File: config.mk
export PLATFORM = sky130hd
export DESIGN_NAME = pulse_high_width_meter
export DESIGN_NICKNAME = d
export VERILOG_FILES = /design/src/pulse_meter_pkg.sv /design/src/pin_sync.sv /design/src/pulse_high_width_meter.sv
export SDC_FILE = /design/constraint.sdc
export NUM_CORES = 1
export LEC_CHECK = 0
export BUFFER_PORTS_ARGS = -buffer_cell sky130_fd_sc_hd__buf_2
export CAP_MARGIN = 20
export CORE_MARGIN = 10
export CORE_UTILIZATION = 50
export CTS_BUF_LIST = sky130_fd_sc_hd__clkbuf_8
export DETAILED_ROUTE_END_ITERATION = 12
export PLACE_DENSITY = 0.68
export SLEW_MARGIN = 30
export SYNTH_ARGS = -nofsm -noshare
export SYNTH_HDL_FRONTEND = slang
export SYNTH_SLANG_ARGS = --single-unit
export TNS_END_PERCENT = 20
File: constraint.sdc
create_clock -name pclk -period 3.97 [get_ports pclk]
set_input_delay 0.5955 -clock pclk [delete_from_list [all_inputs] [get_ports pclk]]
set_output_delay 0.5955 -clock pclk [all_outputs]
set_load 0.01 [all_outputs]
File: src/pulse_meter_pkg.sv
// Shared constants, register map and state encoding of the pulse width meter.
`default_nettype none

package pulse_meter_pkg;

  // ==========================================================================
  // Timing.
  localparam int unsigned PCLK_HZ         = 250_000_000;
  localparam int unsigned COUNT_HZ        = 10_000_000;
  localparam int unsigned COUNT_DIV       = PCLK_HZ / COUNT_HZ;
  localparam int unsigned COUNT_PERIOD_NS = 1_000_000_000 / COUNT_HZ;

  // ==========================================================================
  // Counter and tally limits.
  localparam logic [15:0] COUNTER_MAX = 16'hFFFF;
  localparam logic [15:0] TALLY_MAX   = 16'hFFFF;

  // ==========================================================================
  // Register byte offsets.
  localparam logic [7:0] CTRL_OFFSET       = 8'h00;
  localparam logic [7:0] STATUS_OFFSET     = 8'h04;
  localparam logic [7:0] COUNTER_OFFSET    = 8'h08;
  localparam logic [7:0] CAPTURE_OFFSET    = 8'h0C;
  localparam logic [7:0] TALLY_OFFSET      = 8'h10;
  localparam logic [7:0] WIDTH_LO_OFFSET   = 8'h14;
  localparam logic [7:0] WIDTH_HI_OFFSET   = 8'h18;
  localparam logic [7:0] IRQ_STATUS_OFFSET = 8'h1C;
  localparam logic [7:0] IRQ_CLEAR_OFFSET  = 8'h20;
  localparam logic [7:0] IRQ_ENABLE_OFFSET = 8'h24;

  // ==========================================================================
  // Field positions.
  localparam int CTRL_RUN_BIT       = 0;
  localparam int STAT_MEASURING_BIT = 0;
  localparam int STAT_FAULT_BIT     = 1;
  localparam int STAT_BUSY_BIT      = 2;
  localparam int STAT_CAP_PEND_BIT  = 3;
  localparam int STAT_OVF_PEND_BIT  = 4;
  localparam int STAT_PIN_BIT       = 5;
  localparam int IRQ_CAPTURE_BIT    = 0;
  localparam int IRQ_OVERFLOW_BIT   = 1;
  localparam int IRQ_WIDTH_BIT      = 2;
  localparam int IRQ_ERROR_BIT      = 3;
  localparam int IRQ_W              = 4;
  localparam int WIDTH_W            = 40;

  // ==========================================================================
  // Reset values.
  localparam logic [IRQ_W-1:0] IRQ_ENABLE_RESET = 4'h0;
  localparam logic             RUN_RESET        = 1'b0;

  // ==========================================================================
  // Event handler states.
  typedef enum logic [2:0] {
    ST_IDLE = 3'b000,
    ST_OVF  = 3'b001,
    ST_CAP  = 3'b010,
    ST_CALC = 3'b011,
    ST_HALT = 3'b100
  } handler_state_type;

endpackage

`default_nettype wire

File: src/pin_sync.sv
// Three-stage pin synchroniser with agreement filter and edge pulse.
`default_nettype none

module pin_sync (
  input  wire logic pclk,
  input  wire logic presetn,
  input  wire logic pin_async,
  output logic      level,
  output logic      edge_pulse
);

  logic meta_q;
  logic sync2_q;
  logic sync3_q;
  logic level_q;
  logic edge_q;

  // ==========================================================================
  // Synchroniser chain; the first stage feeds only the second.
  always_ff @(posedge pclk or negedge presetn) begin
    if (!presetn) begin
      meta_q  <= 1'b0;
      sync2_q <= 1'b0;
      sync3_q <= 1'b0;
    end else begin
      meta_q  <= pin_async;
      sync2_q <= meta_q;
      sync3_q <= sync2_q;
    end
  end

  // A change counts once the second and third stages agree on it.
  always_ff @(posedge pclk or negedge presetn) begin
    if (!presetn) begin
      level_q <= 1'b0;
      edge_q  <= 1'b0;
    end else begin
      edge_q <= 1'b0;
      if ((sync2_q == sync3_q) && (sync3_q != level_q)) begin
        level_q <= sync3_q;
        edge_q  <= 1'b1;
      end
    end
  end

  assign level      = level_q;
  assign edge_pulse = edge_q;

endmodule

`default_nettype wire

File: src/pulse_high_width_meter.sv
// Pulse high width meter: timer, capture, event handler and APB registers.
//
// Notes on behaviour
// - Edge at counter FFFFh captures FFFFh, clears counter, raises capture.
// - Wrap coinciding with capture clear: clear wins, no overflow event.
// - Overflow tally counts overflow events only while measuring.
// - Tally passing 65,535 during measurement enters the error state.
// - Error state drives error output and halts until reset.
// - Capture with pin low computes width and clears measuring flag in the same cycle.
// - Measuring flag: 0 idle, 1 high-width measurement running.
// - Fault flag: 0 normal, 1 error.
// - Tally, counter, width, measuring and fault are initialised first.
// - Captured FFFFh at falling edge is used whole with unchanged tally.
// - Edge during busy handling still captures and leaves capture pending.
// - Pending overflow is handled before pending capture.
// - Both pin edges capture the counter and clear it.
// - Capture with pin high sets measuring and clears the tally.
// - Width is period times (tally times 10000h plus capture).
// - Counter advances at 10 MHz, about 100 ns per count.
//
// The placing of the registers and register access over APB were chosen for this implementation.
`default_nettype none

module pulse_high_width_meter #(
  parameter int unsigned COUNT_DIV = pulse_meter_pkg::COUNT_DIV
) (
  input  wire logic        pclk,
  input  wire logic        presetn,
  input  wire logic        psel,
  input  wire logic        penable,
  input  wire logic        pwrite,
  input  wire logic [7:0]  paddr,
  input  wire logic [31:0] pwdata,
  output logic      [31:0] prdata,
  output logic             pready,
  output logic             pslverr,
  input  wire logic        pulse_input_pin,
  output logic             error_output_port,
  output logic             irq
);

  localparam int DIV_W = (COUNT_DIV < 2) ? 1 : $clog2(COUNT_DIV);
  localparam int IW    = pulse_meter_pkg::IRQ_W;
  localparam int WW    = pulse_meter_pkg::WIDTH_W;

  // ==========================================================================
  // Elaboration check.
  if (COUNT_DIV < 2) begin : g_bad_div
    $error("COUNT_DIV must be at least 2");
  end

  // ==========================================================================
  // Declarations.
  logic                  pin_level;
  logic                  pin_edge;
  logic                  run_q;
  logic [DIV_W-1:0]      div_q;
  logic                  count_tick;
  logic [15:0]           timer_counter_q;
  logic [15:0]           capture_register_q;
  logic                  capture_level_q;
  logic                  capture_event;
  logic                  overflow_event;
  logic                  cap_pend_q;
  logic                  ovf_pend_q;
  logic [15:0]           overflow_tally_q;
  logic [31:0]           snap_counts_q;
  logic [WW-1:0]         width_q;
  logic                  measuring_q;
  logic                  fault_q;
  pulse_meter_pkg::handler_state_type state_q;
  logic                  take_ovf;
  logic                  take_cap;
  logic                  active;
  logic                  start_pulse;
  logic                  wr_en;
  logic                  setup;
  logic                  addr_ok;
  logic                  width_done;
  logic                  error_enter;
  logic [IW-1:0]         irq_status_q;
  logic [IW-1:0]         irq_enable_q;
  logic [IW-1:0]         irq_events;
  logic [IW-1:0]         irq_clear;
  logic [31:0]           rd_value;
  logic [31:0]           prdata_q;
  logic                  pslverr_q;

  // ==========================================================================
  // Pin synchroniser.
  pin_sync u_pin_sync (
    .pclk       (pclk),
    .presetn    (presetn),
    .pin_async  (pulse_input_pin),
    .level      (pin_level),
    .edge_pulse (pin_edge)
  );

  // ==========================================================================
  // APB decode. The slave always answers in the first access cycle.
  assign setup   = psel && !penable;
  assign wr_en   = psel && penable && pwrite;
  assign pready  = 1'b1;
  assign prdata  = prdata_q;
  assign pslverr = pslverr_q;

  // Writing run with a rising value starts a fresh measurement session.
  assign start_pulse = wr_en && (paddr == pulse_meter_pkg::CTRL_OFFSET) &&
                       pwdata[pulse_meter_pkg::CTRL_RUN_BIT] && !run_q &&
                       !fault_q;

  // The block only measures while running and free of faults.
  assign active = run_q && !fault_q;

  // Control register.
  always_ff @(posedge pclk or negedge presetn) begin
    if (!presetn) begin
      run_q <= pulse_meter_pkg::RUN_RESET;
    end else if (wr_en && (paddr == pulse_meter_pkg::CTRL_OFFSET)) begin
      run_q <= pwdata[pulse_meter_pkg::CTRL_RUN_BIT];
    end
  end

  // ==========================================================================
  // Count-rate prescaler: one tick every COUNT_DIV clocks.
  always_ff @(posedge pclk or negedge presetn) begin
    if (!presetn) begin
      div_q <= '0;
    end else if (!active || start_pulse) begin
      div_q <= '0;
    end else if (div_q == DIV_W'(COUNT_DIV - 1)) begin
      div_q <= '0;
    end else begin
      div_q <= div_q + DIV_W'(1);
    end
  end

  assign count_tick = active && (div_q == DIV_W'(COUNT_DIV - 1));

  // ==========================================================================
  // Capture on either pin edge; overflow only when no clear competes.
  assign capture_event  = active && pin_edge;
  assign overflow_event = count_tick && !capture_event &&
                          (timer_counter_q == pulse_meter_pkg::COUNTER_MAX);

  // Timer counter: cleared by capture, otherwise advances on tick.
  always_ff @(posedge pclk or negedge presetn) begin
    if (!presetn) begin
      timer_counter_q <= 16'h0000;
    end else if (start_pulse || capture_event) begin
      timer_counter_q <= 16'h0000;
    end else if (count_tick) begin
      timer_counter_q <= timer_counter_q + 16'h0001;
    end
  end

  // Capture register takes the counter value even while handling is busy.
  always_ff @(posedge pclk or negedge presetn) begin
    if (!presetn) begin
      capture_register_q <= 16'h0000;
      capture_level_q    <= 1'b0;
    end else if (start_pulse) begin
      capture_register_q <= 16'h0000;
      capture_level_q    <= 1'b0;
    end else if (capture_event) begin
      capture_register_q <= timer_counter_q;
      capture_level_q    <= pin_level;
    end
  end

  // ==========================================================================
  // Pending events; a new event in the taking cycle stays pending.
  assign take_ovf = (state_q == pulse_meter_pkg::ST_IDLE) && ovf_pend_q;
  assign take_cap = (state_q == pulse_meter_pkg::ST_IDLE) && !ovf_pend_q &&
                    cap_pend_q;

  always_ff @(posedge pclk or negedge presetn) begin
    if (!presetn) begin
      cap_pend_q <= 1'b0;
      ovf_pend_q <= 1'b0;
    end else if (start_pulse || fault_q) begin
      cap_pend_q <= 1'b0;
      ovf_pend_q <= 1'b0;
    end else begin
      if (capture_event) begin
        cap_pend_q <= 1'b1;
      end else if (take_cap) begin
        cap_pend_q <= 1'b0;
      end
      if (overflow_event) begin
        ovf_pend_q <= 1'b1;
      end else if (take_ovf) begin
        ovf_pend_q <= 1'b0;
      end
    end
  end

  // ==========================================================================
  // Event handler state machine.
  always_ff @(posedge pclk or negedge presetn) begin
    if (!presetn) begin
      state_q <= pulse_meter_pkg::ST_IDLE;
    end else begin
      unique case (state_q)
        pulse_meter_pkg::ST_IDLE: begin
          if (take_ovf) begin
            state_q <= pulse_meter_pkg::ST_OVF;
          end else if (take_cap) begin
            state_q <= pulse_meter_pkg::ST_CAP;
          end
        end
        pulse_meter_pkg::ST_OVF: begin
          if (error_enter) begin
            state_q <= pulse_meter_pkg::ST_HALT;
          end else begin
            state_q <= pulse_meter_pkg::ST_IDLE;
          end
        end
        pulse_meter_pkg::ST_CAP: begin
          if (!capture_level_q && measuring_q) begin
            state_q <= pulse_meter_pkg::ST_CALC;
          end else begin
            state_q <= pulse_meter_pkg::ST_IDLE;
          end
        end
        pulse_meter_pkg::ST_CALC: state_q <= pulse_meter_pkg::ST_IDLE;
        pulse_meter_pkg::ST_HALT: state_q <= pulse_meter_pkg::ST_HALT;
        default:                  state_q <= pulse_meter_pkg::ST_IDLE;
      endcase
    end
  end

  assign error_enter = (state_q == pulse_meter_pkg::ST_OVF) && measuring_q &&
                       (overflow_tally_q == pulse_meter_pkg::TALLY_MAX);
  assign width_done  = (state_q == pulse_meter_pkg::ST_CALC);

  // Overflow tally: counts while measuring, restarts on a rising capture.
  always_ff @(posedge pclk or negedge presetn) begin
    if (!presetn) begin
      overflow_tally_q <= 16'h0000;
    end else if (start_pulse) begin
      overflow_tally_q <= 16'h0000;
    end else if ((state_q == pulse_meter_pkg::ST_OVF) && measuring_q &&
                 !error_enter) begin
      overflow_tally_q <= overflow_tally_q + 16'h0001;
    end else if ((state_q == pulse_meter_pkg::ST_CAP) && capture_level_q) begin
      overflow_tally_q <= 16'h0000;
    end
  end

  // Measuring flag: 1 while a high phase is timed, 0 otherwise.
  always_ff @(posedge pclk or negedge presetn) begin
    if (!presetn) begin
      measuring_q <= 1'b0;
    end else if (start_pulse) begin
      measuring_q <= 1'b0;
    end else if ((state_q == pulse_meter_pkg::ST_CAP) && capture_level_q) begin
      measuring_q <= 1'b1;
    end else if (width_done) begin
      measuring_q <= 1'b0;
    end
  end

  // Fault flag: 1 after the tally limit is passed, held until reset.
  always_ff @(posedge pclk or negedge presetn) begin
    if (!presetn) begin
      fault_q <= 1'b0;
    end else if (error_enter) begin
      fault_q <= 1'b1;
    end
  end

  assign error_output_port = fault_q;

  // Snapshot of tally and capture taken when the capture is handled.
  always_ff @(posedge pclk or negedge presetn) begin
    if (!presetn) begin
      snap_counts_q <= 32'h0000_0000;
    end else if (state_q == pulse_meter_pkg::ST_CAP) begin
      snap_counts_q <= {overflow_tally_q, capture_register_q};
    end
  end

  // Width in nanoseconds from the snapshot.
  always_ff @(posedge pclk or negedge presetn) begin
    if (!presetn) begin
      width_q <= '0;
    end else if (start_pulse) begin
      width_q <= '0;
    end else if (width_done) begin
      width_q <= WW'(snap_counts_q) *
                 WW'(pulse_meter_pkg::COUNT_PERIOD_NS);
    end
  end

  // ==========================================================================
  // Interrupts: sticky status, write-one clear, enable mask.
  assign irq_events = {error_enter, width_done, overflow_event, capture_event};
  assign irq_clear  = (wr_en && (paddr == pulse_meter_pkg::IRQ_CLEAR_OFFSET))
                      ? pwdata[IW-1:0] : '0;

  // A set in the clearing cycle wins over the clear.
  always_ff @(posedge pclk or negedge presetn) begin
    if (!presetn) begin
      irq_status_q <= '0;
    end else begin
      irq_status_q <= (irq_status_q & ~irq_clear) | irq_events;
    end
  end

  always_ff @(posedge pclk or negedge presetn) begin
    if (!presetn) begin
      irq_enable_q <= pulse_meter_pkg::IRQ_ENABLE_RESET;
    end else if (wr_en && (paddr == pulse_meter_pkg::IRQ_ENABLE_OFFSET)) begin
      irq_enable_q <= pwdata[IW-1:0];
    end
  end

  assign irq = |(irq_status_q & irq_enable_q);

  // ==========================================================================
  // Read multiplexer, evaluated in the setup cycle.
  always_comb begin
    rd_value = 32'h0000_0000;
    addr_ok  = 1'b1;
    unique case (paddr)
      pulse_meter_pkg::CTRL_OFFSET: begin
        rd_value[pulse_meter_pkg::CTRL_RUN_BIT] = run_q;
      end
      pulse_meter_pkg::STATUS_OFFSET: begin
        rd_value[pulse_meter_pkg::STAT_MEASURING_BIT] = measuring_q;
        rd_value[pulse_meter_pkg::STAT_FAULT_BIT]     = fault_q;
        rd_value[pulse_meter_pkg::STAT_BUSY_BIT]      =
          (state_q != pulse_meter_pkg::ST_IDLE);
        rd_value[pulse_meter_pkg::STAT_CAP_PEND_BIT]  = cap_pend_q;
        rd_value[pulse_meter_pkg::STAT_OVF_PEND_BIT]  = ovf_pend_q;
        rd_value[pulse_meter_pkg::STAT_PIN_BIT]       = pin_level;
      end
      pulse_meter_pkg::COUNTER_OFFSET:    rd_value[15:0] = timer_counter_q;
      pulse_meter_pkg::CAPTURE_OFFSET:    rd_value[15:0] = capture_register_q;
      pulse_meter_pkg::TALLY_OFFSET:      rd_value[15:0] = overflow_tally_q;
      pulse_meter_pkg::WIDTH_LO_OFFSET:   rd_value = width_q[31:0];
      pulse_meter_pkg::WIDTH_HI_OFFSET:   rd_value[WW-33:0] = width_q[WW-1:32];
      pulse_meter_pkg::IRQ_STATUS_OFFSET: rd_value[IW-1:0] = irq_status_q;
      pulse_meter_pkg::IRQ_CLEAR_OFFSET:  rd_value = 32'h0000_0000;
      pulse_meter_pkg::IRQ_ENABLE_OFFSET: rd_value[IW-1:0] = irq_enable_q;
      default:                            addr_ok = 1'b0;
    endcase
  end

  // Read data and error flag are registered in the setup cycle.
  always_ff @(posedge pclk or negedge presetn) begin
    if (!presetn) begin
      prdata_q  <= 32'h0000_0000;
      pslverr_q <= 1'b0;
    end else if (setup) begin
      prdata_q  <= pwrite ? 32'h0000_0000 : rd_value;
      pslverr_q <= !addr_ok;
    end else if (!psel) begin
      pslverr_q <= 1'b0;
    end
  end

endmodule

`default_nettype wire

Yosys cells after proc, flatten, opt, wreduce, memory -nomap -nowiden --
Cells that the tools add are included.
Cells by class: add/sub/neg operators 3, multipliers 1, equal/unequal tests 20, multiplexer cells 39, bitwise operators 4, reductions and logical operators 47
Operators with widths (count):
- 16-bit two-way mux | 8
- 40-bit two-way mux | 2
- 32-bit by 5-bit multiplier with 37-bit output (second input constant) | 1
- 16-bit by 1-bit adder with 16-bit output (second input constant) | 2
- 16-bit equality test (second input constant) | 2
- 8-bit by 5-bit equality test with 1-bit output (second input constant) | 4
- 32-bit two-way mux | 1
- 8-bit case mux with 4 select lines | 1
- 3-bit case mux with 8 select lines | 1
- 1-bit logical AND | 23
- 8-bit by 4-bit equality test with 1-bit output (second input constant) | 2
- 8-bit by 6-bit equality test with 1-bit output (second input constant) | 2
- 1-bit two-way mux | 15
- 3-bit nonzero test | 5
- 2-bit case mux with 6 select lines | 1
- 3-bit case mux with 4 select lines | 1
- 5-bit two-way mux | 2
- 2-bit case mux with 5 select lines | 1
- 10-bit OR reduction | 1
- 1-bit logical NOT | 9
- 3-bit two-way mux | 3
- 1-bit case mux with 9 select lines | 1
- 4-bit bitwise AND | 2
- 8-bit by 3-bit equality test with 1-bit output (second input constant) | 1
- 18 further kinds | 23
Word-level totals: bits in registers 180, output and inout port bits 36, word-level logic and storage cells 136

Longest topological paths before layout --
word-level depth 8, depth in mapped cells 16

By module --
A second synthesis with hierarchy kept.
Second synthesis, totals: cells, all modules 1261, area, all modules 11518.5 sq um
By module, submodules not included:
- pulse_high_width_meter | times used 1, cells each 1252, area each 11365.9 sq um, sequential area each 4304.1 sq um
- pin_sync | times used 1, cells each 9, area each 152.6 sq um, sequential area each 125.1 sq um

Least setup slack after synthesis --
OpenSTA, ideal clock, no wires.
path type register to register, start point register snap_counts_q[8], end point register width_q[37], data arrival time 3.397 ns, required time 3.848 ns, path slack 0.452 ns, stages on the path, launching flop included 17, clock period less this slack 3.518 ns, cell sequence dfrtp_1 > ha_1 > ha_1 > inv_1 > fa_1 > inv_1 > ha_1 > buf_6 > a21oi_2 > o21ai_1 > a31oi_1 > o221ai_2 > a41oi_2 > o21ai_2 > a311oi_2 > mux2i_1 > nor3_2
On the way: word-level cells in the longest chain between the ends 3
Ends and longest elaborated chain:
- start, declared | RTL line pulse_high_width_meter.sv:67 | logic [31:0] snap_counts_q;
- start signal, assigned | RTL line pulse_high_width_meter.sv:280 | snap_counts_q <= {overflow_tally_q, capture_register_q};
- 32-bit by 5-bit multiplier with 37-bit output | RTL line pulse_high_width_meter.sv:291 | width_q <= WW'(snap_counts_q) *
- 40-bit two-way mux | RTL line pulse_high_width_meter.sv:290 | end else if (width_done) begin
- 40-bit two-way mux | RTL line pulse_high_width_meter.sv:288 | end else if (start_pulse) begin
- end signal, assigned | RTL line pulse_high_width_meter.sv:291
- end, declared | RTL line pulse_high_width_meter.sv:68 | logic [WW-1:0] width_q;
No other way between the ends. The select of a mux whose other input is x is not followed. A chain may end at the register's enable or synchronous reset.

Worst setup path after layout --
start point register snap_counts_q[5], end point register width_q[38]
The elaborated chain is that of the path after synthesis.

==> run summary <==
status: completed
Slew Viols, Final: 0
total grt overflow: 0
initial antenna violation count: 0
Layout Nets: 1,489
vias in the first global route: 8,758
CP Max Fanout: 5
ranking of synthesized cells by area: dfrtp_1, ha_1, nand2_1
Cell Area, Synth: 11,400 µm²
complex-gate fraction of the synthesized area: 16.4%
Critical Path AT: 4230 ps
DP Wirelength: 21.5 mm
FF+latch count, synth: 177
largest family of logic cells by synthesized area: compound AO/OA/AOI/OAI gates
crit share post-route: 96.8%
clock tree buffer depth: 2
synthesized instance count: 1,261
Antenna diodes: 0
GRT Total Usage: 20.1%
gp weighted congestion: 0.907
post-synthesis simple-gate area fraction: 16.0%
fin cells: 1,610
Worst R2R Setup Slack: 130 ps
DR WL/cell: 17.9 µm
hold buffers post-CTS: 0
largest area contributor in the netlist: dfrtp_1
total core area: 22,500 µm²
# DRC: 0
dpl cells: 1,577
clk_lat worst skew: 490 ps
post-synthesis xor/xnor area fraction: 3.69%
Inserted Clock Buffers: 17
Synth Flop Type: dfrtp_1
multiplexer share of the synthesized area: 2.09%
Synth top area share: 38.9%
FFs w/ async S/R, synth: 100%
Root Buffer Master: clkbuf_8
area grow syn2layout: 9.93%
CP startpoint kind: flip-flop
critical path data required time: 4350 ps
Setup violations, final: 0
Setup crit end kind: flip-flop
Reg2Reg Depth: 17
Pwr Density: 412 nW/µm²
maxcap violations: 0
final WL: 28.9 mm
Die Span Y: 171 µm
initial core utilization: 50.6%
Worst-path clk slew: 110 ps
# port buffers: 52
row count: 55
CTS H-tree lvls: 4
largest net degree at the start of global routing: 79
relative slew slack: 27.2%
Mapped Nets: 1,438
Leak: 6.33 nW
I/O pin cnt: 82
Worst R2R Start: snap_counts_q[5]$_DFFE_PN0N_
Die Wd: 171 µm
DRT antenna net count: 0
Total Neg Setup Slack: 0 ps
synth warn: 0
minimum clock period: 3840 ps
transition time of the tightest slew-check pin: 1090 ps
Mean Syn Cell Area: 9.03 µm²
Yosys cell types: 78
DRT iter0 DRCs: 893
vias per cell: 5.66
Fillers: 2,009
CTS Sinks: 177
DRT Pass-1 Iters: 6
min-delay worst type: primary input to async pin
r2r endpoint: width_q[38]$_DFFE_PN0P_
via count: 9,120
Hold Fails Final Rpt: 0
maximum VDD drop: 0.000315 V
sequential share of the synthesized area: 38.9%
skew final: 17.8 ps
Setup CP Type: flip-flop to flip-flop
Die Area: 29,200 µm²
Max Clock Freq: 0.260 GHz
Post-synth EDFFs: 0
CTS tree: built
layout cells sized above 1: 12.5%
global-route wire length before repair: 46.5 mm
Post-Synth Adder-Cell Area: 16.2%
area by class of cell:
type	count	area (µm²)	share of cell area, %
Clock buffer	17	234	1.87
Clock inverter	15	166	1.33
Inverter	139	522	4.17
Multi-Input combinational cell	889	6260	50.0
Sequential cell	177	4430	35.4
Tap cell	285	357	2.85
Timing Repair Buffer	88	549	4.39
synth_stat cells (all sizes together), types with 2 or more instances:
cell type,count
nor4,3
nor2,88
and4,2
a31oi,8
o22ai,3
nand2b,6
ha,104
a21oi,89
o31ai,4
dfrtp,177
nor3b,4
xor2,29
nand3,39
a311oi,2
and3,16
a22o,25
nor2b,8
a222oi,11
buf,19
a41oi,2
fa,27
a21o,23
mux2i,8
xnor2,19
o2111ai,2
or2,2
a22oi,9
nor3,14
and2,5
inv,139
o21bai,3
o21ai,72
a221oi,3
mux2,14
or3,5
clkbuf,37
o41ai,2
nand4,11
a211oi,10
nand2,196
o21a,4
critical path, cell delays in order, from the launching register on:
cell     delay, ps
dfrtp_1        450
ha_1           300
ha_1           280
inv_1           50
fa_1           510
inv_1           50
ha_1           350
a21o_1         200
a21oi_1        230
a21oi_2        120
nor2_1         130
buf_4          140
a21oi_4         60
a21oi_1        160
buf_4          140
o21ai_1         80
and4_1         210
o31a_1         290
cell families (layout without fill, tap and decap cells):
kind of cell | after synthesis | count (layout)
AO/OA/AOI/OAI | 282 | 282
XOR/XNOR | 48 | 48
adder cells (fa/ha/maj) | 131 | 131
buffers and inverters | 195 | 259
flip-flops | 177 | 177
multiplexers | 22 | 22
other | 1 | 1
AND/OR/NAND/NOR | 405 | 405
timing repair:
item	4_1_cts	5_1_grt
setup endpoints to repair	1	6
setup buffers	0	1
pin swaps	0	6
resized for setup	1	14
worst max path at each step:
stage | startpoint | end | depth (start not counted)
after floorplan | snap_counts_q[8]$_DFFE_PN0N_ | width_q[37]$_DFFE_PN0P_ | 16
after global placement | snap_counts_q[2]$_DFFE_PN0N_ | width_q[38]$_DFFE_PN0P_ | 15
after detailed placement | snap_counts_q[2]$_DFFE_PN0N_ | width_q[38]$_DFFE_PN0P_ | 15
after CTS | snap_counts_q[2]$_DFFE_PN0N_ | width_q[38]$_DFFE_PN0P_ | 15
after global routing | snap_counts_q[6]$_DFFE_PN0N_ | width_q[37]$_DFFE_PN0P_ | 15
final | snap_counts_q[5]$_DFFE_PN0N_ | width_q[38]$_DFFE_PN0P_ | 17
power breakdown:
group          switching (mW)  total (mW)  internal, mW
registers              0.0489        1.89          1.85
logic                    1.14        1.97         0.826
clock network           0.774        1.30         0.530
total                    1.96        5.16          3.20
registers in the layout (all words and copies together), names as in the netlist, 3 cells and up:
register	flops
capture_register_q	16
div_q	5
irq_enable_q	4
irq_status_q	4
overflow_tally_q	16
prdata	32
snap_counts_q	32
state_q	3
timer_counter_q	16
width_q	37
cell usage in the layout, fill, tap and decap left out, types with 4 or more instances in the layout:
| master | count |
|---|---|
| and2_1 | 5 |
| a22oi_1 | 9 |
| nand2_1 | 195 |
| inv_1 | 140 |
| o21ai_1 | 8 |
| clkbuf_8 | 17 |
| inv_8 | 5 |
| a21oi_1 | 82 |
| nor2_1 | 88 |
| nand4_1 | 11 |
| nor3_2 | 5 |
| a22o_1 | 25 |
| xnor2_1 | 19 |
| a21o_1 | 23 |
| xor2_1 | 29 |
| buf_2 | 51 |
| ha_1 | 103 |
| and3_1 | 15 |
| buf_4 | 35 |
| mux2i_1 | 8 |
| a31oi_1 | 7 |
| nand3_1 | 39 |
| mux2_2 | 14 |
| nor3_1 | 9 |
| inv_6 | 4 |
| nand2b_1 | 6 |
| or3_1 | 5 |
| a222oi_1 | 11 |
| nor2b_1 | 7 |
| o21a_1 | 4 |
| a211oi_1 | 8 |
| o21ai_0 | 62 |
| a21oi_2 | 5 |
| dfrtp_1 | 176 |
| o31ai_1 | 4 |
| fa_1 | 27 |
through the flow:
| stage | instance area, µm² | utilization (%) | setup slack (ps) | power, mW | hold WS [ps] |
|---|---|---|---|---|---|
| 2_1_floorplan | 11400 | - | 452 | 3.18 | 300 |
| 3_3_place_gp | 12000 | 53.5 | 22.3 | 3.71 | 333 |
| 4_1_cts | 12400 | 55.3 | 32.7 | 5.07 | 139 |
| 5_1_grt | 12500 | 55.7 | -30.6 | 5.52 | 180 |
| 6_report | 12500 | 55.7 | 125 | 5.16 | 138 |
| 3_5_place_dp | 12000 | 53.5 | 6.05 | 3.74 | 343 |
per-layer routing:
metal | global-route usage, % | share of wire [%]
met4 | 4.99 | 1.3
met3 | 3.66 | 6.1
met2 | 31.3 | 46
met1 | 28.3 | 47
met5 | 0 | 0
Note: power is estimated with default switching activity, not from simulation.
